### src/trb_params.svh
// offsets, field positions and reset values of the result register slice
`ifndef TRB_PARAMS_SVH
`define TRB_PARAMS_SVH
`define TRB_OFS_OVF_HIGH     6'h06
`define TRB_OFS_OVF_LOW      6'h07
`define TRB_OFS_MASK_HIGH    6'h08
`define TRB_OFS_MASK_LOW     6'h09
`define TRB_OFS_INTERVAL_1   6'h10
`define TRB_OFS_PERIOD_1     6'h11
`define TRB_OFS_INTERVAL_2   6'h12
`define TRB_OFS_PERIOD_2     6'h13
`define TRB_RST_OVF          8'hFF
`define TRB_RST_MASK         8'h00
`define TRB_RST_RESULT       24'h000000
`define TRB_RST_EXT          7'h00
`define TRB_BIT_PARITY       23
`define TRB_INTERVAL_MSB     22
`define TRB_COUNT_MSB        15
`define TRB_EXT_MSB          22
`define TRB_EXT_LSB          16
`endif

### src/trb_pkg.sv
// types shared by the result register slice
package trb_pkg;
  typedef enum logic [1:0]
  {
    TRB_ACC_IDLE  = 2'b00,
    TRB_ACC_WRITE = 2'b01,
    TRB_ACC_READ  = 2'b11
  } trb_access_t;
endpackage

### src/trb_cfg_byte.sv
// one read-write configuration byte
`timescale 1ns/100ps
`default_nettype none
module trb_cfg_byte #(
  parameter logic [7:0] RESET_VALUE = 8'h00
) (
  input  wire logic       i_clock,
  input  wire logic       i_rst_b,
  input  wire logic       i_write,
  input  wire logic [7:0] i_data,
  output logic      [7:0] o_value
);
  logic [7:0] value_q;

  always_ff @(posedge i_clock)
  begin
    if (!i_rst_b)
      value_q <= RESET_VALUE;
    else if (i_write)
      value_q <= i_data;
  end

  assign o_value = value_q;
endmodule
`default_nettype wire

### src/trb_result_register_bank.sv
// register slice of one converter: overflow limit, stop mask, two result pairs
//
// Local design decision: the strobed register port.
`timescale 1ns/100ps
`default_nettype none
`include "trb_params.svh"
// Functional notes
// RULE1: offset 07h holds the low overflow-limit byte, read-write, reset FFh.
// RULE2: offset 06h holds the high overflow-limit byte, read-write, reset FFh.
// RULE3: offsets 08h and 09h hold the high and low stop-mask bytes, read-write, reset 00h.
// RULE4: offset 10h reads the first interval result, value in bits 22-0, reset zero.
// RULE5: an interval result is a 23-bit unsigned value in bits 22-0 with parity in bit 23.
// RULE6: offset 11h reads the first period tally, count in bits 15-0 and parity in bit 23.
// RULE7: bits 22-16 of each tally reset to zero and extend the count for averaging.
// RULE8: offset 12h reads the second interval result in the same format, reset zero.
// RULE9: offset 13h reads the second period tally in the same format, reset zero.
// RULE10: an access only reaches this instance while its active-low select is low.
// RULE11: writes to result registers are ignored; results load only on completion.
module trb_result_register_bank #(
  parameter int ADDR_WIDTH = 6
) (
  input  wire logic                  i_clock,
  input  wire logic                  i_rst_b,
  input  wire logic                  i_instance_select_n,
  input  wire logic [ADDR_WIDTH-1:0] i_addr,
  input  wire logic [23:0]           i_wdata,
  input  wire logic                  i_write,
  input  wire logic                  i_read,
  output logic      [23:0]           o_rdata,
  output logic                       o_rdata_valid,
  input  wire logic                  i_first_done,
  input  wire logic [22:0]           i_interval_value_first,
  input  wire logic [22:0]           i_period_tally_first,
  input  wire logic                  i_second_done,
  input  wire logic [22:0]           i_interval_value_second,
  input  wire logic [22:0]           i_period_tally_second,
  input  wire logic                  i_parity_odd,
  output logic      [15:0]           o_ref_overflow_limit,
  output logic      [15:0]           o_ref_stop_mask,
  output trb_pkg::trb_access_t       o_last_access
);
  // the offset decode is built for six address bits only
  if (ADDR_WIDTH != 6)
  begin : g_bad_addr_width
    $error("address width must be 6");
  end

  logic                  sel;
  logic                  wr_en;
  logic                  rd_en;
  logic [7:0]            ref_overflow_limit_high;
  logic [7:0]            ref_overflow_limit_low;
  logic [7:0]            ref_stop_mask_high;
  logic [7:0]            ref_stop_mask_low;
  logic [23:0]           load_value [4];
  logic [3:0]            load_en;
  logic [23:0]           slot_value [4];
  logic [23:0]           rdata_d;
  logic [23:0]           rdata_q;
  logic                  rvalid_q;
  trb_pkg::trb_access_t  access_q;

  // RULE10: select gates access
  assign sel   = !i_instance_select_n;
  assign wr_en = sel && i_write;
  assign rd_en = sel && i_read;

  // RULE2: overflow high byte
  trb_cfg_byte #(
    .RESET_VALUE (`TRB_RST_OVF)
  ) u_ovf_high (
    .i_clock (i_clock),
    .i_rst_b (i_rst_b),
    .i_write (wr_en && (i_addr == `TRB_OFS_OVF_HIGH)),
    .i_data  (i_wdata[7:0]),
    .o_value (ref_overflow_limit_high)
  );

  // RULE1: overflow low byte
  trb_cfg_byte #(
    .RESET_VALUE (`TRB_RST_OVF)
  ) u_ovf_low (
    .i_clock (i_clock),
    .i_rst_b (i_rst_b),
    .i_write (wr_en && (i_addr == `TRB_OFS_OVF_LOW)),
    .i_data  (i_wdata[7:0]),
    .o_value (ref_overflow_limit_low)
  );

  // RULE3: stop mask bytes
  trb_cfg_byte #(
    .RESET_VALUE (`TRB_RST_MASK)
  ) u_mask_high (
    .i_clock (i_clock),
    .i_rst_b (i_rst_b),
    .i_write (wr_en && (i_addr == `TRB_OFS_MASK_HIGH)),
    .i_data  (i_wdata[7:0]),
    .o_value (ref_stop_mask_high)
  );

  trb_cfg_byte #(
    .RESET_VALUE (`TRB_RST_MASK)
  ) u_mask_low (
    .i_clock (i_clock),
    .i_rst_b (i_rst_b),
    .i_write (wr_en && (i_addr == `TRB_OFS_MASK_LOW)),
    .i_data  (i_wdata[7:0]),
    .o_value (ref_stop_mask_low)
  );

  assign o_ref_overflow_limit = {ref_overflow_limit_high, ref_overflow_limit_low};
  assign o_ref_stop_mask      = {ref_stop_mask_high, ref_stop_mask_low};

  // RULE5: interval parity in bit 23
  assign load_value[0] = {^i_interval_value_first ^ i_parity_odd, i_interval_value_first};
  assign load_value[2] = {^i_interval_value_second ^ i_parity_odd, i_interval_value_second};
  // RULE7: tally extension bits 22-16
  assign load_value[1] = {^i_period_tally_first ^ i_parity_odd, i_period_tally_first};
  assign load_value[3] = {^i_period_tally_second ^ i_parity_odd, i_period_tally_second};

  // RULE11: completion drives loads
  assign load_en = {i_second_done, i_second_done, i_first_done, i_first_done};

  genvar g;
  generate
    for (g = 0; g < 4; g++)
    begin : g_slot
      trb_result_slot #(
        .WIDTH (24)
      ) u_slot (
        .i_clock (i_clock),
        .i_rst_b (i_rst_b),
        .i_load  (load_en[g]),
        .i_value (load_value[g]),
        .o_value (slot_value[g])
      );
    end
  endgenerate

  always_comb
  begin
    rdata_d = 24'h000000;
    case (i_addr)
      `TRB_OFS_OVF_HIGH:   rdata_d = {16'h0000, ref_overflow_limit_high};
      `TRB_OFS_OVF_LOW:    rdata_d = {16'h0000, ref_overflow_limit_low};
      `TRB_OFS_MASK_HIGH:  rdata_d = {16'h0000, ref_stop_mask_high};
      `TRB_OFS_MASK_LOW:   rdata_d = {16'h0000, ref_stop_mask_low};
      // RULE4: first interval read
      `TRB_OFS_INTERVAL_1: rdata_d = slot_value[0];
      // RULE6: first tally read
      `TRB_OFS_PERIOD_1:   rdata_d = slot_value[1];
      // RULE8: second interval read
      `TRB_OFS_INTERVAL_2: rdata_d = slot_value[2];
      // RULE9: second tally read
      `TRB_OFS_PERIOD_2:   rdata_d = slot_value[3];
      // unmapped offsets read as zero
      default:             rdata_d = 24'h000000;
    endcase
  end

  // read data stands only in the cycle after the strobe
  always_ff @(posedge i_clock)
  begin
    if (!i_rst_b)
    begin
      rdata_q  <= 24'h000000;
      rvalid_q <= 1'b0;
    end
    else
    begin
      rdata_q  <= rd_en ? rdata_d : 24'h000000;
      rvalid_q <= rd_en;
    end
  end

  always_ff @(posedge i_clock)
  begin
    if (!i_rst_b)
      access_q <= trb_pkg::TRB_ACC_IDLE;
    else if (wr_en)
      access_q <= trb_pkg::TRB_ACC_WRITE;
    else if (rd_en)
      access_q <= trb_pkg::TRB_ACC_READ;
  end

  assign o_rdata       = rdata_q;
  assign o_rdata_valid = rvalid_q;
  assign o_last_access = access_q;
endmodule
`default_nettype wire

### src/trb_result_slot.sv
// one result register with load-only update
`timescale 1ns/100ps
`default_nettype none
`include "trb_params.svh"
module trb_result_slot #(
  parameter int WIDTH = 24
) (
  input  wire logic             i_clock,
  input  wire logic             i_rst_b,
  input  wire logic             i_load,
  input  wire logic [WIDTH-1:0] i_value,
  output logic      [WIDTH-1:0] o_value
);
  // reset constant and parity position assume a 24-bit register
  if (WIDTH != 24)
  begin : g_bad_width
    $error("result slot width must be 24");
  end

  logic [WIDTH-1:0] value_q;

  // RULE11: load on completion
  always_ff @(posedge i_clock)
  begin
    if (!i_rst_b)
      value_q <= `TRB_RST_RESULT;
    else if (i_load)
      value_q <= i_value;
  end

  assign o_value = value_q;
endmodule
`default_nettype wire
### config.mk
export PLATFORM = sky130hd
export DESIGN_NAME = trb_result_register_bank
export DESIGN_NICKNAME = d
export VERILOG_FILES = /design/src/trb_pkg.sv /design/src/trb_cfg_byte.sv /design/src/trb_result_register_bank.sv /design/src/trb_result_slot.sv
export VERILOG_INCLUDE_DIRS = /design/src
export SDC_FILE = /design/constraint.sdc
export NUM_CORES = 1
export LEC_CHECK = 0
export ABC_AREA = 1
export BUFFER_PORTS_ARGS = -buffer_cell sky130_fd_sc_hd__buf_2
export CAP_MARGIN = 20
export CORE_AREA = 3 3 147 149
export CTS_BUF_LIST = sky130_fd_sc_hd__clkbuf_2
export DETAILED_ROUTE_END_ITERATION = 10
export DIE_AREA = 0 0 150 152
export PLACE_DENSITY = 0.68
export REMOVE_ABC_BUFFERS = 1
export SYNTH_ARGS = -nofsm -noshare
export SYNTH_HDL_FRONTEND = slang
export SYNTH_SLANG_ARGS = --single-unit
### constraint.sdc
create_clock -name i_clock -period 2.5 [get_ports i_clock]
set_input_delay 0.5 -clock i_clock [delete_from_list [all_inputs] [get_ports i_clock]]
set_output_delay 0.5 -clock i_clock [all_outputs]
set_load 0.03 [all_outputs]
==> run_results.csv, run 1 <==
group,metric,value,unit
outcome,status,"completed",
cts,cts-resized-gates,0,
route,firstDrtPassIters,5,
logic_synthesis,synth_cell_types,36,
pwr,p_leak,5.24,nW
floorplan,ios,189,
cts,clk_path_buf_depth,2,
critical_path,critPathRequiredTime,2.00,ns
logic_synthesis,synth_area_leaders,"dfxtp_1 38%, nand2_1 21%, o21ai_0 8.0%, inv_1 6.0%, a21oi_1 5.4%",
placement,hpwl,17.3,mm
pwr,powerDensity,487,nW/um2
route,wl_per_cell,13.2,um
route,ant_nets,0,
sta,hold_violations,0,
cts,insertion_delay,0.74,ns
cts,numCtsBuffers,17,
critical_path,path_cells,"buf_2",
global_route,gr-total-overflow,0,
critical_path,critPathKind,"reg -> out",
global_route,grt_pass1_vias,7718,
logic_synthesis,synth_cells,1273,
placement,dp_cells,1677,
placement,gp_congestion,0.876,
floorplan,fp-row-count,52,
sta,clock.fmax,531,MHz
floorplan,fp.dieH,152,um
cts,cts_num_sinks,155,
run,cap_violations,0,
placement,io_buffer_count,172,
placement,place_ws,0.520,ns
logic_synthesis,synth_area,8090,um2
cts,cts_tree,"done",
sta,slew-limit-headroom,60.7,%
route,wirelength,23.7,mm
global_route,antenna_found_initial,2,
critical_path,cp_slowest_cell,"dfxtp_1",
sta,rsz0062_at_grt,"false",
floorplan,start_util,39.9,%
cts,cts-root-buf,"clkbuf_2",
sta,finalWorstSetupSlack,0.618,ns
sta,setup-violations-final,0,
route,drc,0,
global_route,grt_util_all_layers,20.3,%
critical_path,critPathMaxStageDelay,0.43,ns
route,routed_via_density,4.86,
layout,fill_cells,2074,
critical_path,arrival,1.38,ns
sta,drv_slew,0,
global_route,grt_pass1_wl,37.8,mm
critical_path,cp.buffers_inverters,1,
logic_synthesis,synthDominantCellAreaShare,38.4,%
critical_path,path_delay_family,"flip-flops",
layout,syn_to_final_growth,27.1,%
sta,fin_crit_sh,75.3,%
critical_path,cp-start-kind,"flop",
cts,clk_pin_slew_worst_paths,0.23,ns
cts,htree_levels,4,
critical_path,critical_path.max_fanout,3,
layout,drive_above_1_share,15.7,%
floorplan,core,20300,um2
global_route,grt_start_max_net_pins,126,
logic_synthesis,ys.warnings.count,0,
logic_synthesis,ys_ff_latch,155,
logic_synthesis,ys_seq_area_share,38.4,%
placement,postPlaceCellArea,9190,um2
logic_synthesis,synth.avg_cell_area,6.36,um2
layout,stdcell_area,10300,um2
min_path,min_path_type,"in -> reg",
logic_synthesis,synth_top_area_cell,"dfxtp_1",
route,detail_route.iter0.violations,637,
sta,fin_skew,0.0306,ns
floorplan,fp.dieW,150,um
layout,final_cells,1796,
layout,layout.nets,1641,
critical_path,cp-end-kind,"output pin",
floorplan,die-area,22800,um2
pwr,peakVddDrop,0.252,mV
sta,finalCriticalPeriod,1.88,ns
sta,tightest_slew,0.587,ns
route,vias,8727,
pwr,total_power,5.01,mW
sta,fin_setup_tns,0,ns
-- cell type report --
class / count / area (um2) / share of cell area [%]
Multi-Input combinational cell: 933 / 4250 / 41.3
Sequential cell: 155 / 3100 / 30.2
Timing Repair Buffer: 267 / 1820 / 17.7
Inverter: 137 / 527 / 5.12
Tap cell: 270 / 338 / 3.29
Clock inverter: 14 / 148 / 1.44
Clock buffer: 18 / 90.1 / 0.876
Antenna cell: 2 / 5.00 / 0.0487
-- path summary, 6_finish.rpt --
| kind | slack (ns) | from | depth (start not counted) | end |
|---|---|---|---|---|
| min reg2reg | 0.47 | g_slot[2].u_slot.o_value[15] | 2 | g_slot[2].u_slot.o_value[15] |
| max reg2reg | 1.38 | g_slot[2].u_slot.o_value[19] | 4 | o_rdata[19] |
| min | 0.09 | i_instance_select_n | 4 | o_rdata_valid |
| max | 0.62 | u_ovf_high.o_value[3] | 1 | o_ref_overflow_limit[11] |
-- where the power goes --
group	leakage, nW	switching, mW	internal, mW	total, mW
sequential	1.28	0.0540	2.59	2.65
clock	0.134	0.931	0.464	1.40
combinational	3.83	0.577	0.391	0.968
total	5.24	1.56	3.45	5.01
-- per-layer routing --
layer,up-vias,routed length [um],track usage [%]
met5,-,0,0
met3,35,1390,3.43
li1,4574,-,-
met1,3875,11300,28.9
met4,0,420,5.97
met2,243,10700,31.7
-- per-stage QoR --
step | utilization, % | hold WS [ns]
floorplan | - | 0.428
global placement | 45.3 | 0.444
detailed placement | 45.3 | 0.448
CTS | 50.6 | 0.00140
global route | 50.6 | 0.00644
finish | 50.6 | 0.0856
-- cell usage after synthesis --
| master | instances |
|---|---|
| inv_1 | 130 |
| clkbuf_1 | 35 |
| dfxtp_1 | 155 |
| inv_2 | 4 |
| a22o_1 | 1 |
| or2_4 | 1 |
| nand2_1 | 455 |
| nor2_1 | 101 |
| o2111ai_1 | 3 |
| xnor2_1 | 8 |
| buf_4 | 2 |
| nand3_1 | 86 |
| nor3_2 | 1 |
| nor3_1 | 2 |
| clkbuf_2 | 1 |
| buf_2 | 8 |
| nand2_2 | 4 |
| nand3_2 | 1 |
| clkinv_4 | 2 |
| o31ai_4 | 1 |
| nand2_4 | 1 |
| nor3b_1 | 4 |
| nor3_4 | 1 |
| a221oi_1 | 16 |
| o21ai_1 | 1 |
| o21ai_0 | 130 |
| xor2_1 | 8 |
| nor2_4 | 5 |
| a21oi_2 | 2 |
| a21oi_1 | 87 |
| inv_4 | 1 |
| nor2_2 | 1 |
| a22oi_1 | 10 |
| nand4_1 | 2 |
| nand4_2 | 1 |
| buf_6 | 2 |
-- cell families (layout without fill, tap and decap cells) --
family | after synthesis | count (layout) | synth area share [%]
AOI/OAI and AO/OA | 251 | 251 | 17.1
and+or+nand+nor | 666 | 666 | 33.7
DFF | 155 | 155 | 38.4
buffers and inverters | 185 | 436 | 9.16
other | 0 | 2 | 0
xor gates and xnor gates | 16 | 16 | 1.73
-- cell usage in the layout, fill, tap and decap left out, types with 3 or more instances in the layout --
cell,synthesis,layout
nand2_1,455,455
buf_2,8,172
dfxtp_1,155,155
inv_1,130,130
o21ai_0,130,130
nor2_1,101,101
a21oi_1,87,87
nand3_1,86,86
dlygate4sd3_1,0,85
clkbuf_2,1,18
a221oi_1,16,16
a22oi_1,10,10
xor2_1,8,8
xnor2_1,8,8
buf_4,2,7
nor2_4,5,5
clkinv_4,2,5
inv_2,4,4
nand2_2,4,4
nor3b_1,4,4
clkinvlp_4,0,4
o2111ai_1,3,3
buf_12,0,3
-- sequential cells by signal, summed over array words and instances (netlist names) --
signal and cells:
o_rdata_valid 1, o_last_access 2, u_mask_high.o_value 8, u_ovf_low.o_value 8
o_rdata 24, g_slot.u_slot.o_value 96, u_ovf_high.o_value 8, u_mask_low.o_value 8
-- what timing repair did --
item                      CTS  global route
hold endpoints to repair  108             0
setup buffers               0             0
hold buffers               85             0
Note: power is estimated with default switching activity, not from simulation.
==> run 2: changes to the inputs <==
--- a/config.mk
+++ b/config.mk
@@ -6,14 +6,14 @@
 export SDC_FILE = /design/constraint.sdc
 export NUM_CORES = 1
 export LEC_CHECK = 0
-export ABC_AREA = 1
+export ABC_AREA = 0
 export BUFFER_PORTS_ARGS = -buffer_cell sky130_fd_sc_hd__buf_2
 export CAP_MARGIN = 20
-export CORE_AREA = 3 3 147 149
+export CORE_AREA = 3 3 138 140
 export CTS_BUF_LIST = sky130_fd_sc_hd__clkbuf_2
 export DETAILED_ROUTE_END_ITERATION = 10
-export DIE_AREA = 0 0 150 152
-export PLACE_DENSITY = 0.68
+export DIE_AREA = 0 0 141 143
+export PLACE_DENSITY = 0.72
 export REMOVE_ABC_BUFFERS = 1
 export SYNTH_ARGS = -nofsm -noshare
 export SYNTH_HDL_FRONTEND = slang
==> constraint.sdc (replaced) <==
create_clock -name i_clock -period 1.65 [get_ports i_clock]
set_input_delay 0.33 -clock i_clock [delete_from_list [all_inputs] [get_ports i_clock]]
set_output_delay 0.33 -clock i_clock [all_outputs]
set_load 0.03 [all_outputs]
==> run 2 against run 1 <==
Net effect:
- the run now ends with negative setup slack left
- synthesized cell count shrank 45%
- first-iteration DRC count shrank 55%
- via count shrank 26%
- die area shrank 12%
- synthesized area shrank 12%
- critical path depth grew 7
- clock skew grew 0.0062 ns
- sequential power grew 51%
- cell area grew 4.2%
==> run_results.csv, run 2 <==
group,metric,value,unit
critical_path,path_delay_family,"buffers and inverters",
route,ant_nets,0,
critical_path,critPathMaxStageDelay,0.55,ns
placement,gp_congestion,0.825,
sta,fin_skew,0.0368,ns
sta,tightest_slew,0.500,ns
sta,finalCriticalPeriod,1.68,ns
pwr,swShare,28.1,%
logic_synthesis,synth_area_leaders,"dfxtp_1 43%, mux2i_1 17%, xnor2_1 8.8%, nor2b_1 8.3%, a22oi_1 3.4%",
route,routed_via_density,4.99,
global_route,gr-total-overflow,0,
sta,fin_setup_tns,-0.0719,ns
cts,numCtsBuffers,17,
critical_path,cp.buffers_inverters,4,
logic_synthesis,ys_seq_area_share,43.4,%
layout,layout_common_cells,"124 x mux2i_1, 113 x buf_2, 108 x dlygate4sd3_1, 96 x dfxtp_1, 95 x nor2b_1",
floorplan,fp-row-count,49,
logic_synthesis,synth_area,7150,um2
layout,stdcell_area,10700,um2
floorplan,start_util,39.8,%
floorplan,ios,189,
logic_synthesis,synthMostInstantiatedCell,"dfxtp_1",
cts,htree_levels,4,
critical_path,cp_slowest_cell,"dlygate4sd3_1",
route,detail_route.iter0.violations,285,
run,cap_violations,0,
layout,drive_above_1_share,34.4,%
cts,insertion_delay,0.76,ns
critical_path,reg2reg_depth,2,
critical_path,arrival,2.35,ns
global_route,grt_pass1_wl,36.0,mm
sta,slew-limit-headroom,66.7,%
cts,cts_tree,"done",
pwr,p_sw,2.25,mW
placement,hpwl,14.1,mm
critical_path,path_cells,"dlygate4sd3_1, buf_2, nor2b_1, dlygate4sd3_1, buf_4, nand2_4, nand2_1, a21boi_0",
critical_path,critPathRequiredTime,2.32,ns
pwr,powerDensity,749,nW/um2
cts,cts-root-buf,"clkbuf_2",
logic_synthesis,async_flop_share,0,%
layout,syn_to_final_growth,49.8,%
logic_synthesis,synthDominantCellAreaShare,43.4,%
critical_path,critPathKind,"in -> reg",
layout,layout_commonest_cell,"mux2i_1",
cts,clk_pin_slew_worst_paths,0.25,ns
min_path,min_path_type,"in -> reg",
logic_synthesis,ys.warnings.count,0,
cts,cts_num_sinks,155,
outcome,status,"complete, but fails checks",
critical_path,crit_top_cell,"dlygate4sd3_1",
sta,hold_violations,0,
route,wirelength,22.9,mm
global_route,grt_start_max_net_pins,75,
sta,drv_slew,0,
min_path,min_to,"u_ovf_low.o_value[3]",
route,wl_per_cell,17.7,um
floorplan,core,18000,um2
sta,setup-violations-final,3,
pwr,combinationalPowerShare,21.4,%
route,drc,0,
global_route,antenna_found_initial,0,
logic_synthesis,synth_edf_count,0,
logic_synthesis,synth.avg_cell_area,10.2,um2
pwr,peakVddDrop,0.482,mV
layout,largest_register_ffs,96,
floorplan,fp.dieH,143,um
pwr,total_power,8.02,mW
logic_synthesis,synth_cells,701,
min_path,hp-start,"i_addr[1]",
placement,io_buffer_count,172,
logic_synthesis,synth_top_area_cell,"dfxtp_1",
critical_path,critical_path.max_fanout,18,
floorplan,fp.dieW,141,um
critical_path,cp-start-kind,"input port",
global_route,grt_pass1_vias,6667,
placement,postPlaceCellArea,8590,um2
sta,rsz0062_at_grt,"true",
layout,layout.nets,1178,
logic_synthesis,synth_cell_types,40,
logic_synthesis,ys_top_cells_by_count,"155 x dfxtp_1, 124 x mux2i_1, 95 x nor2b_1",
critical_path,cp-end-kind,"flop",
cts,clk_path_buf_depth,2,
logic_synthesis,synthFlopType,"dfxtp_1",
layout,num_antenna_cells,0,
route,firstDrtPassIters,5,
sta,fin_crit_sh,102,%
global_route,grt_util_all_layers,22.8,%
pwr,p_seq_share,49.9,%
floorplan,die-area,20200,um2
min_path,min_path_cells,5,
pwr,clkPwrFrac,28.7,%
route,vias,6439,
sta,clock.fmax,594,MHz
pwr,p_int,5.77,mW
critical_path,r2r_slack,0.44,ns
critical_path,worstReg2RegStart,"o_last_access[1]",
critical_path,worstReg2RegEnd,"o_last_access[1]",
sta,finalWorstSetupSlack,-0.0341,ns
pwr,p_leak,4.67,nW
sta,hold_ws,0.0913,ns
outcome,failed_checks,"negative setup slack",
logic_synthesis,ys_ff_latch,155,
run 2: kinds of logic after synthesis:
logic type             after synthesis  synth area share [%]
flip-flops                         155                  43.4
multiplexers                       124                  17.4
buffers and inverters               47                  3.22
AO/OA/AOI/OAI                      110                  10.6
XOR/XNOR                            88                  11.6
AND/OR/NAND/NOR                    177                  13.9
run 2: worst max-delay path by stage:
stage | startpoint | endpoint | slack (ns) | cells after the start
floorplan | i_addr[2] | o_rdata[6] | -0.22 | 5
finish | i_write | u_mask_high.o_value[0] | -0.03 | 8
global placement | i_addr[0] | o_rdata[21] | -0.11 | 6
detailed placement | i_addr[2] | o_rdata[21] | -0.12 | 7
CTS | u_mask_high.o_value[2] | o_ref_stop_mask[10] | -0.07 | 1
global route | u_mask_high.o_value[2] | o_ref_stop_mask[10] | -0.10 | 1
run 2: timing repair:
action	4_1_cts	5_1_grt
resized for setup	169	17
setup buffers	29	9
endpoints found under the setup margin	59	77
endpoints found under the hold margin	127	0
hold buffers	110	0
run 2: through the flow:
stage	std cells	util, %	setup slack (ns)
final	1290	59.6	-0.0341
after global routing	1290	59.6	-0.100
after CTS	1282	59.0	-0.0675
after detailed placement	1111	47.8	-0.116
after global placement	1111	47.8	-0.106
after floorplan	656	-	-0.221
run 2: worst min-delay path, delay by kind of cell:
family	cells	cell delay [ns]
buf+inv	2	0.28
simple gates	2	0.15
mux	1	0.07
run 2: routing by layer:
| layer | up-vias | track usage (%) | wire length, um |
|---|---|---|---|
| li1 | 3120 | - | - |
| met1 | 3035 | 27.6 | 9580 |
| met2 | 247 | 40.2 | 11500 |
| met3 | 37 | 5.76 | 1400 |
| met4 | 0 | 6.37 | 434 |
| met5 | - | 0 | 0 |
run 2: cell type report:
cell class                 instances  area, um2
fill                            1426       7260
multi-input combinational        499       3850
sequential                       155       3180
timing repair buffer             373       3130
tap                              229        287
clock inverter                    14        171
clock buffer                      18       90.1
inverter                           2       7.51
run 2: power groups by stage:
stage	clock network, mW	registers (mW)	logic [mW]
after floorplan	0	4.07	0.869
after global placement	0	4.07	1.47
after detailed placement	0	4.08	1.49
after CTS	2.35	4.01	1.70
after global routing	2.51	4.03	1.85
final	2.30	4.01	1.71
